[config.mk]
export PLATFORM = sky130hd
export DESIGN_NAME = pwc_top
export DESIGN_NICKNAME = d
export VERILOG_FILES = /design/src/common/pwc_pkg.sv /design/src/verilog/pwc_top.sv /design/src/verilog/pwc_pair_out.sv
export SDC_FILE = /design/constraint.sdc
export NUM_CORES = 1
export LEC_CHECK = 0
export ABC_AREA = 1
export BUFFER_PORTS_ARGS = -buffer_cell sky130_fd_sc_hd__buf_2
export CORE_ASPECT_RATIO = 2
export CORE_MARGIN = 4
export CORE_UTILIZATION = 45
export DETAILED_ROUTE_END_ITERATION = 16
export PLACE_DENSITY = 0.75
export SLEW_MARGIN = 25
export SYNTH_ARGS = -nofsm -noshare
export SYNTH_HDL_FRONTEND = slang
export SYNTH_SLANG_ARGS = --single-unit
export TNS_END_PERCENT = 50
[constraint.sdc]
create_clock -name pclk -period 3.6 [get_ports pclk]
set_input_delay 0.36 -clock pclk [delete_from_list [all_inputs] [get_ports pclk]]
set_output_delay 0.36 -clock pclk [all_outputs]
set_load 0.1 [all_outputs]
[src/common/pwc_pkg.sv]
/*
  Package for the PWM period, special event and pin configuration block:
  register offsets, field positions, reset values and widths.
  Assumes an APB slave with 32-bit data, one register per aligned word.
*/
package pwc_pkg;

	// ==========================================================
	// Register offsets (byte addresses)
	localparam logic [7:0] OFF_PERIOD   = 8'h00; // time_base_period
	localparam logic [7:0] OFF_COMPARE  = 8'h04; // special_event_compare
	localparam logic [7:0] OFF_PINCFG   = 8'h08; // output_pair_mode_and_pin_enable
	localparam logic [7:0] OFF_COUNTER  = 8'h0c; // time_base_counter view, read-only
	localparam logic [7:0] OFF_IRQ_STAT = 8'h10; // sticky event status, write one to clear
	localparam logic [7:0] OFF_IRQ_MASK = 8'h14; // interrupt enable mask

	// ==========================================================
	// Field layout
	localparam int VAL_W      = 15; // period and compare value width
	localparam int DIR_BIT    = 15; // direction bit in compare and counter views
	localparam int NPAIR      = 4;  // output pairs
	localparam int MODE_LSB   = 8;  // pair-mode bits [11:8]
	localparam int HEN_LSB    = 4;  // high enables [7:4]
	localparam int LEN_LSB    = 0;  // low enables [3:0]
	localparam int IRQ_W      = 1;  // one event source
	localparam int IRQ_SEV    = 0;  // special event trigger status bit

	// ==========================================================
	// Reset values
	localparam logic [14:0] PERIOD_RST  = 15'h0000;
	localparam logic [14:0] COMPARE_RST = 15'h0000;
	localparam logic        DIRSEL_RST  = 1'h0;
	localparam logic [3:0]  MODE_RST    = 4'h0;
	localparam logic [3:0]  EN_ALL_ON   = 4'hf; // enables when the strap is 0
	localparam logic [3:0]  EN_ALL_OFF  = 4'h0; // enables when the strap is 1
	localparam logic [0:0]  MASK_RST    = 1'h0;

endpackage

[src/verilog/pwc_top.sv]
/*
  PWM configuration slice: time-base period, special event compare with
  direction match, pair output modes and per-pin PWM/GPIO enables, all behind
  an APB slave with a sticky interrupt status and mask.
  Assumes the time-base counter and direction come from the time base on pclk,
  and the pin enable reset strap is stable around reset release.
*/
module pwc_top (
	// Clock and reset
	input  wire logic        pclk,
	input  wire logic        presetn,
	// APB slave
	input  wire logic        psel,
	input  wire logic        penable,
	input  wire logic        pwrite,
	input  wire logic [31:0] paddr,
	input  wire logic [31:0] pwdata,
	output logic             pready,
	output logic             pslverr,
	output logic      [31:0] prdata,
	// Time base inputs
	input  wire logic [14:0] time_base_counter,
	input  wire logic        count_direction_status,
	// Configuration strap
	input  wire logic        pin_enable_reset_config,
	// Generator and GPIO data
	input  wire logic [3:0]  gen_high,
	input  wire logic [3:0]  gen_low,
	input  wire logic [3:0]  gpio_high,
	input  wire logic [3:0]  gpio_low,
	// Outputs to pins and time base
	output logic      [3:0]  pin_high,
	output logic      [3:0]  pin_low,
	output logic      [3:0]  pwm_owns_high,
	output logic      [3:0]  pwm_owns_low,
	output logic      [14:0] period_value,
	output logic             special_event_trigger,
	output logic             irq
);

	// ==========================================================
	// Registers
	logic [14:0] period_r;
	logic [14:0] compare_r;
	logic        dir_sel_r;
	logic [3:0]  mode_r;
	logic [3:0]  hen_r;
	logic [3:0]  len_r;
	logic        strap_done_r;
	logic        match_q_r;
	logic        trig_r;
	logic [0:0]  stat_r;
	logic [0:0]  mask_r;
	logic        irq_r;
	logic        pready_r;
	logic        pslverr_r;
	logic [31:0] prdata_r;

	// ==========================================================
	// APB decode
	wire logic [7:0] addr      = paddr[7:0];
	wire logic       setup     = psel & ~penable;
	wire logic       wr_en     = psel & penable & pwrite & pready_r & mapped; // Unmapped writes are dropped
	wire logic       sel_per   = (addr == pwc_pkg::OFF_PERIOD);
	wire logic       sel_cmp   = (addr == pwc_pkg::OFF_COMPARE);
	wire logic       sel_pin   = (addr == pwc_pkg::OFF_PINCFG);
	wire logic       sel_cnt   = (addr == pwc_pkg::OFF_COUNTER);
	wire logic       sel_stat  = (addr == pwc_pkg::OFF_IRQ_STAT);
	wire logic       sel_mask  = (addr == pwc_pkg::OFF_IRQ_MASK);
	wire logic       mapped    = (paddr[31:8] == 24'h000000) &
	                             (sel_per | sel_cmp | sel_pin | sel_cnt | sel_stat | sel_mask);
	wire logic       wr_per    = wr_en & sel_per;
	wire logic       wr_cmp    = wr_en & sel_cmp;
	wire logic       wr_pin    = wr_en & sel_pin;
	wire logic       wr_stat   = wr_en & sel_stat;
	wire logic       wr_mask   = wr_en & sel_mask;

	// Read views; unused upper bits stay zero
	wire logic [31:0] rd_per  = {17'h00000, period_r};
	wire logic [31:0] rd_cmp  = {16'h0000, dir_sel_r, compare_r};
	wire logic [31:0] rd_pin  = {20'h00000, mode_r, hen_r, len_r};
	wire logic [31:0] rd_cnt  = {16'h0000, count_direction_status, time_base_counter};
	wire logic [31:0] rd_stat = {31'h00000000, stat_r};
	wire logic [31:0] rd_mask = {31'h00000000, mask_r};
	wire logic [31:0] prdata_nxt =
		sel_per  ? rd_per  :
		sel_cmp  ? rd_cmp  :
		sel_pin  ? rd_pin  :
		sel_cnt  ? rd_cnt  :
		sel_stat ? rd_stat :
		sel_mask ? rd_mask : 32'h00000000;

	// Answer in the first access cycle; read data caught in setup
	always_ff @(posedge pclk or negedge presetn) begin
		if (!presetn) begin
			pready_r  <= 1'h0;
			pslverr_r <= 1'h0;
			prdata_r  <= 32'h00000000;
		end else begin
			pready_r  <= setup;
			pslverr_r <= setup & ~mapped;
			prdata_r  <= (setup & mapped) ? prdata_nxt : 32'h00000000; // Unmapped reads return zero
		end
	end

	// ==========================================================
	// Period and compare registers
	always_ff @(posedge pclk or negedge presetn) begin
		if (!presetn) begin
			period_r  <= pwc_pkg::PERIOD_RST;
			compare_r <= pwc_pkg::COMPARE_RST;
			dir_sel_r <= pwc_pkg::DIRSEL_RST;
		end else begin
			if (wr_per) begin
				period_r <= pwdata[14:0];
			end
			if (wr_cmp) begin
				compare_r <= pwdata[14:0];
				dir_sel_r <= pwdata[pwc_pkg::DIR_BIT];
			end
		end
	end

	// ==========================================================
	// Pin configuration
	// The strap is read on the first edge after release, never under reset itself
	wire logic [3:0] en_strap = pin_enable_reset_config ? pwc_pkg::EN_ALL_OFF : pwc_pkg::EN_ALL_ON;

	always_ff @(posedge pclk or negedge presetn) begin
		if (!presetn) begin
			mode_r       <= pwc_pkg::MODE_RST;
			hen_r        <= pwc_pkg::EN_ALL_OFF;
			len_r        <= pwc_pkg::EN_ALL_OFF;
			strap_done_r <= 1'h0;
		end else begin
			strap_done_r <= 1'h1;
			if (!strap_done_r) begin
				hen_r <= en_strap;
				len_r <= en_strap;
			end else if (wr_pin) begin
				mode_r <= pwdata[pwc_pkg::MODE_LSB +: pwc_pkg::NPAIR];
				hen_r  <= pwdata[pwc_pkg::HEN_LSB +: pwc_pkg::NPAIR];
				len_r  <= pwdata[pwc_pkg::LEN_LSB +: pwc_pkg::NPAIR];
			end
		end
	end

	// ==========================================================
	// Special event trigger
	// Edge of the match: a prescaled counter sits on one value for many clocks
	wire logic dir_match = (dir_sel_r == count_direction_status);
	wire logic val_match = (compare_r == time_base_counter);
	wire logic match     = dir_match & val_match;
	wire logic trig_nxt  = match & ~match_q_r;

	always_ff @(posedge pclk or negedge presetn) begin
		if (!presetn) begin
			match_q_r <= 1'h0;
			trig_r    <= 1'h0;
		end else begin
			match_q_r <= match;
			trig_r    <= trig_nxt;
		end
	end

	// ==========================================================
	// Interrupt status and mask; a new event wins over a clear
	wire logic [0:0] stat_set = trig_nxt;
	wire logic [0:0] stat_nxt = (stat_r & ~(wr_stat ? pwdata[0:0] : 1'h0)) | stat_set;

	always_ff @(posedge pclk or negedge presetn) begin
		if (!presetn) begin
			stat_r <= 1'h0;
			mask_r <= pwc_pkg::MASK_RST;
			irq_r  <= 1'h0;
		end else begin
			stat_r <= stat_nxt;
			if (wr_mask) begin
				mask_r <= pwdata[0:0];
			end
			irq_r <= |(stat_nxt & (wr_mask ? pwdata[0:0] : mask_r));
		end
	end

	// ==========================================================
	// Output pairs
	genvar gi;
	generate
		for (gi = 0; gi < pwc_pkg::NPAIR; gi++) begin : g_pair
			pwc_pair_out u_pair (
				.pclk        (pclk),
				.presetn     (presetn),
				.high_en     (hen_r[gi]),
				.low_en      (len_r[gi]),
				.independent (mode_r[gi]),
				.gen_high    (gen_high[gi]),
				.gen_low     (gen_low[gi]),
				.gpio_high   (gpio_high[gi]),
				.gpio_low    (gpio_low[gi]),
				.pin_high_r  (pin_high[gi]),
				.pin_low_r   (pin_low[gi]),
				.own_high_r  (pwm_owns_high[gi]),
				.own_low_r   (pwm_owns_low[gi])
			);
		end
	endgenerate

	// ==========================================================
	// Output drive
	assign pready                = pready_r;
	assign pslverr               = pslverr_r;
	assign prdata                = prdata_r;
	assign period_value          = period_r;
	assign special_event_trigger = trig_r;
	assign irq                   = irq_r;

	// ==========================================================
	// Assertions
	// The trigger, low-pin GPIO and strap checks stay off until the first edge after release,
	// since the release edge itself still ran the reset branch
	wire logic asrt_live = presetn & strap_done_r;

	property p_period_write;
		@(posedge pclk) disable iff (!presetn)
		wr_per |=> period_value == $past(pwdata[14:0]);
	endproperty
	a_period_write: assert property (p_period_write) else $error("period not stored");

	property p_period_top_zero;
		@(posedge pclk) disable iff (!presetn)
		(setup && sel_per && mapped) |=> (prdata[31:15] == 17'h00000) && (prdata[14:0] == period_r);
	endproperty
	a_period_top_zero: assert property (p_period_top_zero) else $error("period read wrong");

	property p_compare_write;
		@(posedge pclk) disable iff (!presetn)
		wr_cmp |=> compare_r == $past(pwdata[14:0]) && dir_sel_r == $past(pwdata[15]);
	endproperty
	a_compare_write: assert property (p_compare_write) else $error("compare not stored");

	property p_trig_down_only;
		@(posedge pclk) disable iff (!presetn)
		(special_event_trigger && $past(dir_sel_r)) |-> $past(count_direction_status);
	endproperty
	a_trig_down_only: assert property (p_trig_down_only) else $error("trigger on wrong direction");

	property p_trig_dir_match;
		@(posedge pclk) disable iff (!presetn)
		special_event_trigger |-> $past(dir_sel_r == count_direction_status);
	endproperty
	a_trig_dir_match: assert property (p_trig_dir_match) else $error("trigger without direction match");

	property p_trig_on_match;
		@(posedge pclk) disable iff (!asrt_live)
		(compare_r == time_base_counter && dir_match && !match_q_r) |=> special_event_trigger && stat_r[0];
	endproperty
	a_trig_on_match: assert property (p_trig_on_match) else $error("missed trigger");

	property p_high_pin;
		@(posedge pclk) disable iff (!presetn)
		hen_r[0] |=> pin_high[0] == $past(gen_high[0]) && pwm_owns_high[0];
	endproperty
	a_high_pin: assert property (p_high_pin) else $error("high pin not from generator");

	property p_complementary;
		@(posedge pclk) disable iff (!presetn)
		(len_r[1] && !mode_r[1]) |=> pin_low[1] == !$past(gen_high[1]);
	endproperty
	a_complementary: assert property (p_complementary) else $error("low pin not complementary");

	property p_dir_read;
		@(posedge pclk) disable iff (!presetn)
		(setup && sel_cnt && mapped) |=> prdata[15] == $past(count_direction_status);
	endproperty
	a_dir_read: assert property (p_dir_read) else $error("direction status read wrong");

	property p_low_gpio;
		@(posedge pclk) disable iff (!asrt_live)
		!len_r[2] |=> pin_low[2] == $past(gpio_low[2]) && !pwm_owns_low[2];
	endproperty
	a_low_gpio: assert property (p_low_gpio) else $error("low pin not released");

	property p_strap_reset;
		@(posedge pclk) disable iff (!asrt_live)
		!strap_done_r |=> hen_r == $past(en_strap) && len_r == $past(en_strap);
	endproperty
	a_strap_reset: assert property (p_strap_reset) else $error("enables ignore strap");

	property p_irq_level;
		@(posedge pclk) disable iff (!presetn)
		(stat_r[0] && mask_r[0]) |-> irq;
	endproperty
	a_irq_level: assert property (p_irq_level) else $error("interrupt not raised");

	c_trigger: cover property (@(posedge pclk) disable iff (!presetn) special_event_trigger);
	c_irq: cover property (@(posedge pclk) disable iff (!presetn) irq ##[1:20] !irq);
	c_independent: cover property (@(posedge pclk) disable iff (!presetn) mode_r[0] && len_r[0]);
	c_err: cover property (@(posedge pclk) disable iff (!presetn) pslverr);

endmodule

[src/verilog/pwc_pair_out.sv]
/*
  One output pair: chooses PWM or general-purpose data for the high and low
  pins, in independent or complementary mode, and registers the result.
  Assumes generator and GPIO data are synchronous to pclk.
*/
module pwc_pair_out (
	// Clock and reset
	input  wire logic pclk,
	input  wire logic presetn,
	// Configuration
	input  wire logic high_en,
	input  wire logic low_en,
	input  wire logic independent,
	// Data sources
	input  wire logic gen_high,
	input  wire logic gen_low,
	input  wire logic gpio_high,
	input  wire logic gpio_low,
	// Pins
	output logic      pin_high_r,
	output logic      pin_low_r,
	output logic      own_high_r,
	output logic      own_low_r
);

	// ==========================================================
	// Output selection
	// Complementary mode derives low from high so both PWM-driven pins can never be on together
	wire logic pwm_low_src  = independent ? gen_low : ~gen_high;
	wire logic pin_high_nxt = high_en ? gen_high : gpio_high;
	wire logic pin_low_nxt  = low_en ? pwm_low_src : gpio_low;

	// Registered pins avoid glitches on the power stage
	always_ff @(posedge pclk or negedge presetn) begin
		if (!presetn) begin
			pin_high_r <= 1'h0;
			pin_low_r  <= 1'h0;
			own_high_r <= 1'h0;
			own_low_r  <= 1'h0;
		end else begin
			pin_high_r <= pin_high_nxt;
			pin_low_r  <= pin_low_nxt;
			own_high_r <= high_en;
			own_low_r  <= low_en;
		end
	end

endmodule

# Word-level counts from Yosys, hierarchy flattened
# Cells that the tools add are included.
# classes
bitwise,31
n_eq_ne,8
n_reduce_logical,3
n_mux,26
# op_table
cell,count
two-way mux 16 bit,5
logical NOT 24 bit,1
two-way mux 4 bit,5
bitwise AND 1 bit,17
"equality test 8 x 4 -> 1 bit, second input constant",2
"equality test 8 x 5 -> 1 bit, second input constant",2
two-way mux 1 bit,16
equality test 15 bit,1
"equality test 8 x 3 -> 1 bit, second input constant",1
logical NOT 8 bit,1
NOT 1 bit,8
OR 1 bit,6
"inequality test 2 x 1 -> 1 bit, second input constant",1
AND reduction 2 bit,1
equality test 1 bit,1
# word_totals
reg_bits,83
in_bits,102
out_inout_bits,67

# Longest topological paths before layout
# depth
word_depth,14
depth_mapped,11
depth_no_buf,11

# Cells and area by module
# Synthesis repeated with hierarchy kept, for this count alone.
# hier_totals
hier_cells,551
hier_area_um2,4184.0
# by_module_without_submodules
module,cells_per_inst,area_per_inst_um2,instances
pwc_top,491,3608.5,1
pwc_pair_out,15,143.9,4

# Worst setup path after synthesis
# Ideal clock, no wire load.
# synth_path
kind,register to register
startpoint,reg pready_r (netlist: pready)
endpoint,reg period_r[3] (netlist: period_value[3])
arrival_ns,1.923
required_ns,3.480
synth_period_minus_slack_ns,2.044
path_slack_ns,1.556
path_stages_with_launch,8
setup_time_ns,0.120
cell_sequence,dfrtp_1 > nand2_1 > nor2_2 > nand3_4 > nor2_8 > buf_8 > nand2_1 > o21a_1
# synth_between
elab_chain_cells,3
# synth_lines
item,line_no,rtl
"start, declared",pwc_top.sv:55,logic pready_r;
"start signal, assigned",pwc_top.sv:100,pready_r <= setup;
bitwise AND 1 bit (2 in series),pwc_top.sv:63,wire logic wr_en = psel & penable & pwrite & pready_r & mapped;
bitwise AND 1 bit,pwc_top.sv:72,wire logic wr_per = wr_en & sel_per;
"end signal, assigned",pwc_top.sv:110,period_r <= pwc_pkg::PERIOD_RST;
"end signal, assigned",pwc_top.sv:115,period_r <= pwdata[14:0];
"end, declared",pwc_top.sv:43,logic [14:0] period_r;
# Every way passes these cells.
# A chain may end at the register's enable or synchronous reset.

# Worst setup path after layout
# layout_path
startpoint,in paddr[3]
endpoint,reg prdata_r[15] (netlist: prdata[15])
# layout_between
elab_chain_cells,9
elab_cells_between_ends,18
classes_between,5 x eq/ne; 5 x mux; 7 x bitwise; 1 x reduce/logical
# layout_lines
item,line_no,rtl
"start, declared",pwc_top.sv:16,"input wire logic [31:0] paddr,"
equality test 8 x 3 -> 1 bit or logical NOT 8 bit (tied branches),"pwc_top.sv:65, pwc_top.sv:64",
OR 1 bit (5 in series),pwc_top.sv:71,(sel_per | sel_cmp | sel_pin | sel_cnt | sel_stat | sel_mask);
bitwise AND 1 bit,pwc_top.sv:70,wire logic mapped = (paddr[31:8] == 24'h000000) &
bitwise AND 1 bit,pwc_top.sv:102,prdata_r <= (setup & mapped) ? prdata_nxt : 32'h00000000;
two-way mux 16 bit *,pwc_top.sv:102,
"end signal, assigned",pwc_top.sv:102,
"end, declared",pwc_top.sv:57,logic [31:0] prdata_r;
# Every way passes the cells marked *; elsewhere a longest branch is shown, timed or not.

==> impl_results.md <==
- Critical Path RT: between 3 and 4 ns
- CTS tree: built
- Most frequent cells in the layout: 137 x nand2_1, 135 x buf_2, 83 x dfrtp_1
- DRT iter0 DRCs: between 150 and 200
- Worst setup SP type: input port
- Final Hold Viols: 0
- Slew Viols, Final: 0
- Simple logic cell fraction of the synthesized area: 24.14%
- Crit-path max cell delay: 0.39 ns
- Setup TNS: 0 ns
- Area post-placement: 0.004880 sq mm
- Final Cycle Share: 51.58%
- Fmax: 0.5386 GHz
- Ys async rst share: between 90% and 100%
- Final wirelength: between 10000 and 15000 um
- Antenna Cells: 0
- Initial antenna violation count: 0
- Post-route DRC violation count: 0
- Worst-margin pin slew: 0.7687 ns
- CP Cell Sequence: buf_2, inv_1, nand2_2, nor2_4, nand2_2, inv_2, nor2_1, nor2_4, nand2_2, nor3b_1
- Arr. time, crit path: 2.06 ns
- Critical Path Slowest Stage Cell: nor2_4
- Global Route Usage Sum: 21.02%
- Die Span Y: 146.9 um
- Min-Delay Path Class: in2async
- Layout cells sized above 1: 28.84%
- Seq/Total Area, Yosys: 47.88%
- Detailed Routing Iterations Pass 1: 4
- PwrDens: 457.4 mW/mm^2
- CTS max path bufs: 2
- Largest net degree at the start of global routing: 84
- Top_reg_cell synth: dfrtp_1
- Count of cell types in the netlist: 34
- Layout area overhead: 20.16%
- Synthesized area: 0.004338 sq mm
- DR vias/cell: 5.123
- Outcome: finished, final reports clean
- I/O pin count: approximately 170
- Rel. slew slack: 48.75%
- Post-Synthesis Cells: approximately 520
- H-tree levels: 3
- CP Class: in2reg
- Root Buffer: clkbuf_16
- Adder-cell share of the synthesized area: 0%
- Max cap viols: 0
- Mux cell area share after synthesis: about 1.0%
- Worst-path clk slew: 0.06 ns
- Die width: just under 80 um
- Final instance area: 0.005213 sq mm
- Worst-path fanout max: 14
- Clk Latency, worst-skew pair: 0.34 ns
- Num CTS Buffers: 9
- Initial Util: 46.23%
- Hold-fix buffers, CTS: 0
- Yosys Warn Count: 0
- Unrepaired setup endpoints after global routing: false
- Most common cell after layout, fill and taps aside: nand2_1
- Number of flops mapped to enable cells by yosys: 0
- Clk_skew: 0.004962 ns
- Nets: between 700 and 800
- DP Wirelength: slightly below 9000 um
- Row Count: 50
- Final setup viols: 0
- Max VDD drop: 0.2786 mV
- Crit-path most repeated cell: nand2_2
- Final GP Congestion: 0.8811
- Vias in the first global route: 3895
- Total power: 0.002384 W
- Yosys reg bits: 83
- Vias: about 3800
- Setup Buffers After CTS: 0
- Compound-Gate Fraction of Synth Area: 13.41%
- Post-Synth XOR/XNOR Area: 0.6057%
- Cell family with most CP delay: simple AND/OR/NAND/NOR gates
- Crit path capture type: register
- Grt total ovfl: 0
- Total core area: 0.009384 sq mm
- First-pass GRT wire length: 18610 um
- CP Buf/Inv Count: 3
- IO Port Bufs: 136
- Post-CTS sizing: 0
- Routed Antenna Nets: 0
- Final Critical Period: around 1.9 ns
- Die ar.: 0.01137 sq mm
- Largest family of logic cells by synthesized area: simple AND/OR/NAND/NOR gates
- Avg WL per Cell: 15.60 um
- Clock Sinks: 83
- Mean Syn Cell Area: 8.310 sq um
- Leak: 2.843 nW
## sequential cells by signal, indices dropped and copies added, names as in the netlist, 4 cells and up
register,count
compare_r,15
g_pair.u_pair.own_high_r,4
g_pair.u_pair.own_low_r,4
g_pair.u_pair.pin_high_r,4
g_pair.u_pair.pin_low_r,4
hen_r,4
len_r,4
mode_r,4
period_value,15
prdata,16
## synth_stat cells (4+ instances only)
cell type  count  share of area (%)
buf_6          4                1.0
nor2_2         4               0.58
inv_2          6               0.52
a22oi_1        9                1.6
nor2_1        48                4.2
nand3_1       16                1.8
o211ai_1      10                1.7
o21ai_0       36                4.2
o21a_1        12                2.1
dfrtp_1       83                 48
mux2_2         4                1.0
buf_4         34                5.9
nor2_4         6                1.6
nand2_2        5               0.72
a21oi_1       26                3.0
inv_1         48                4.2
nand2_1      137                 12
nand3_4        4                1.6
## report_power, final
part	total [W]	switching, W	internal [W]
logic	0.000400	0.000323	0.0000769
clock network	0.00100	0.000370	0.000630
registers	0.000985	0.0000211	0.000964
## metal layers
metal  global-route usage, %  up-vias  part of all wire (%)
li1                        -     1856                     -
met1                   21.53     1779                    34
met2                   38.13      163                    54
met3                   4.847       39                   7.0
met4                   12.30        0                   4.7
met5                       0        -                     0
## stage by stage
stage               cells  utilization (%)  worst slack, ns  hold WS (ns)
floorplan             537                -            1.556       0.06441
global placement      733            52.00            1.456        0.4319
detailed placement    733            52.00            1.401        0.4319
CTS                   749            55.51            1.763        0.2004
global route          749            55.55            1.607        0.1330
finish                749            55.55            1.743       0.03284
## logic make-up (layout without fill, tap and decap cells)
family / after synthesis / in the layout
AO/OA/AOI/OAI: 99 / 99
XOR/XNOR: 3 / 3
buffers and inverters: 101 / 209
flip-flops: 83 / 83
multiplexers: 4 / 4
other: 2 / 17
AND/OR/NAND/NOR: 230 / 230
## final timing paths
check | cells after the start | slack (ns) | endpoint | startpoint
setup / recovery | 10 | 1.74 | prdata[15] | paddr[3]
hold / removal | 1 | 0.03 | period_value[3] | presetn
setup reg to reg | 5 | 1.78 | compare_r[5] | pready
hold reg to reg | 1 | 0.43 | special_event_trigger | match_q_r
max in group asynchronous | 1 | 3.01 | len_r[1] | presetn
min in group pclk | 2 | 0.21 | pslverr | penable
## layout make-up
class	instances	area (sq um)
clock buffer	11	242.7
sequential	83	2077
fill	897	4172
clock inverter	5	86.33
inverter	54	202.7
timing repair buffer	139	709.4
tap	104	130.1
multi-input combinational	353	1764
No activity file was read; power rests on OpenSTA's default activity.
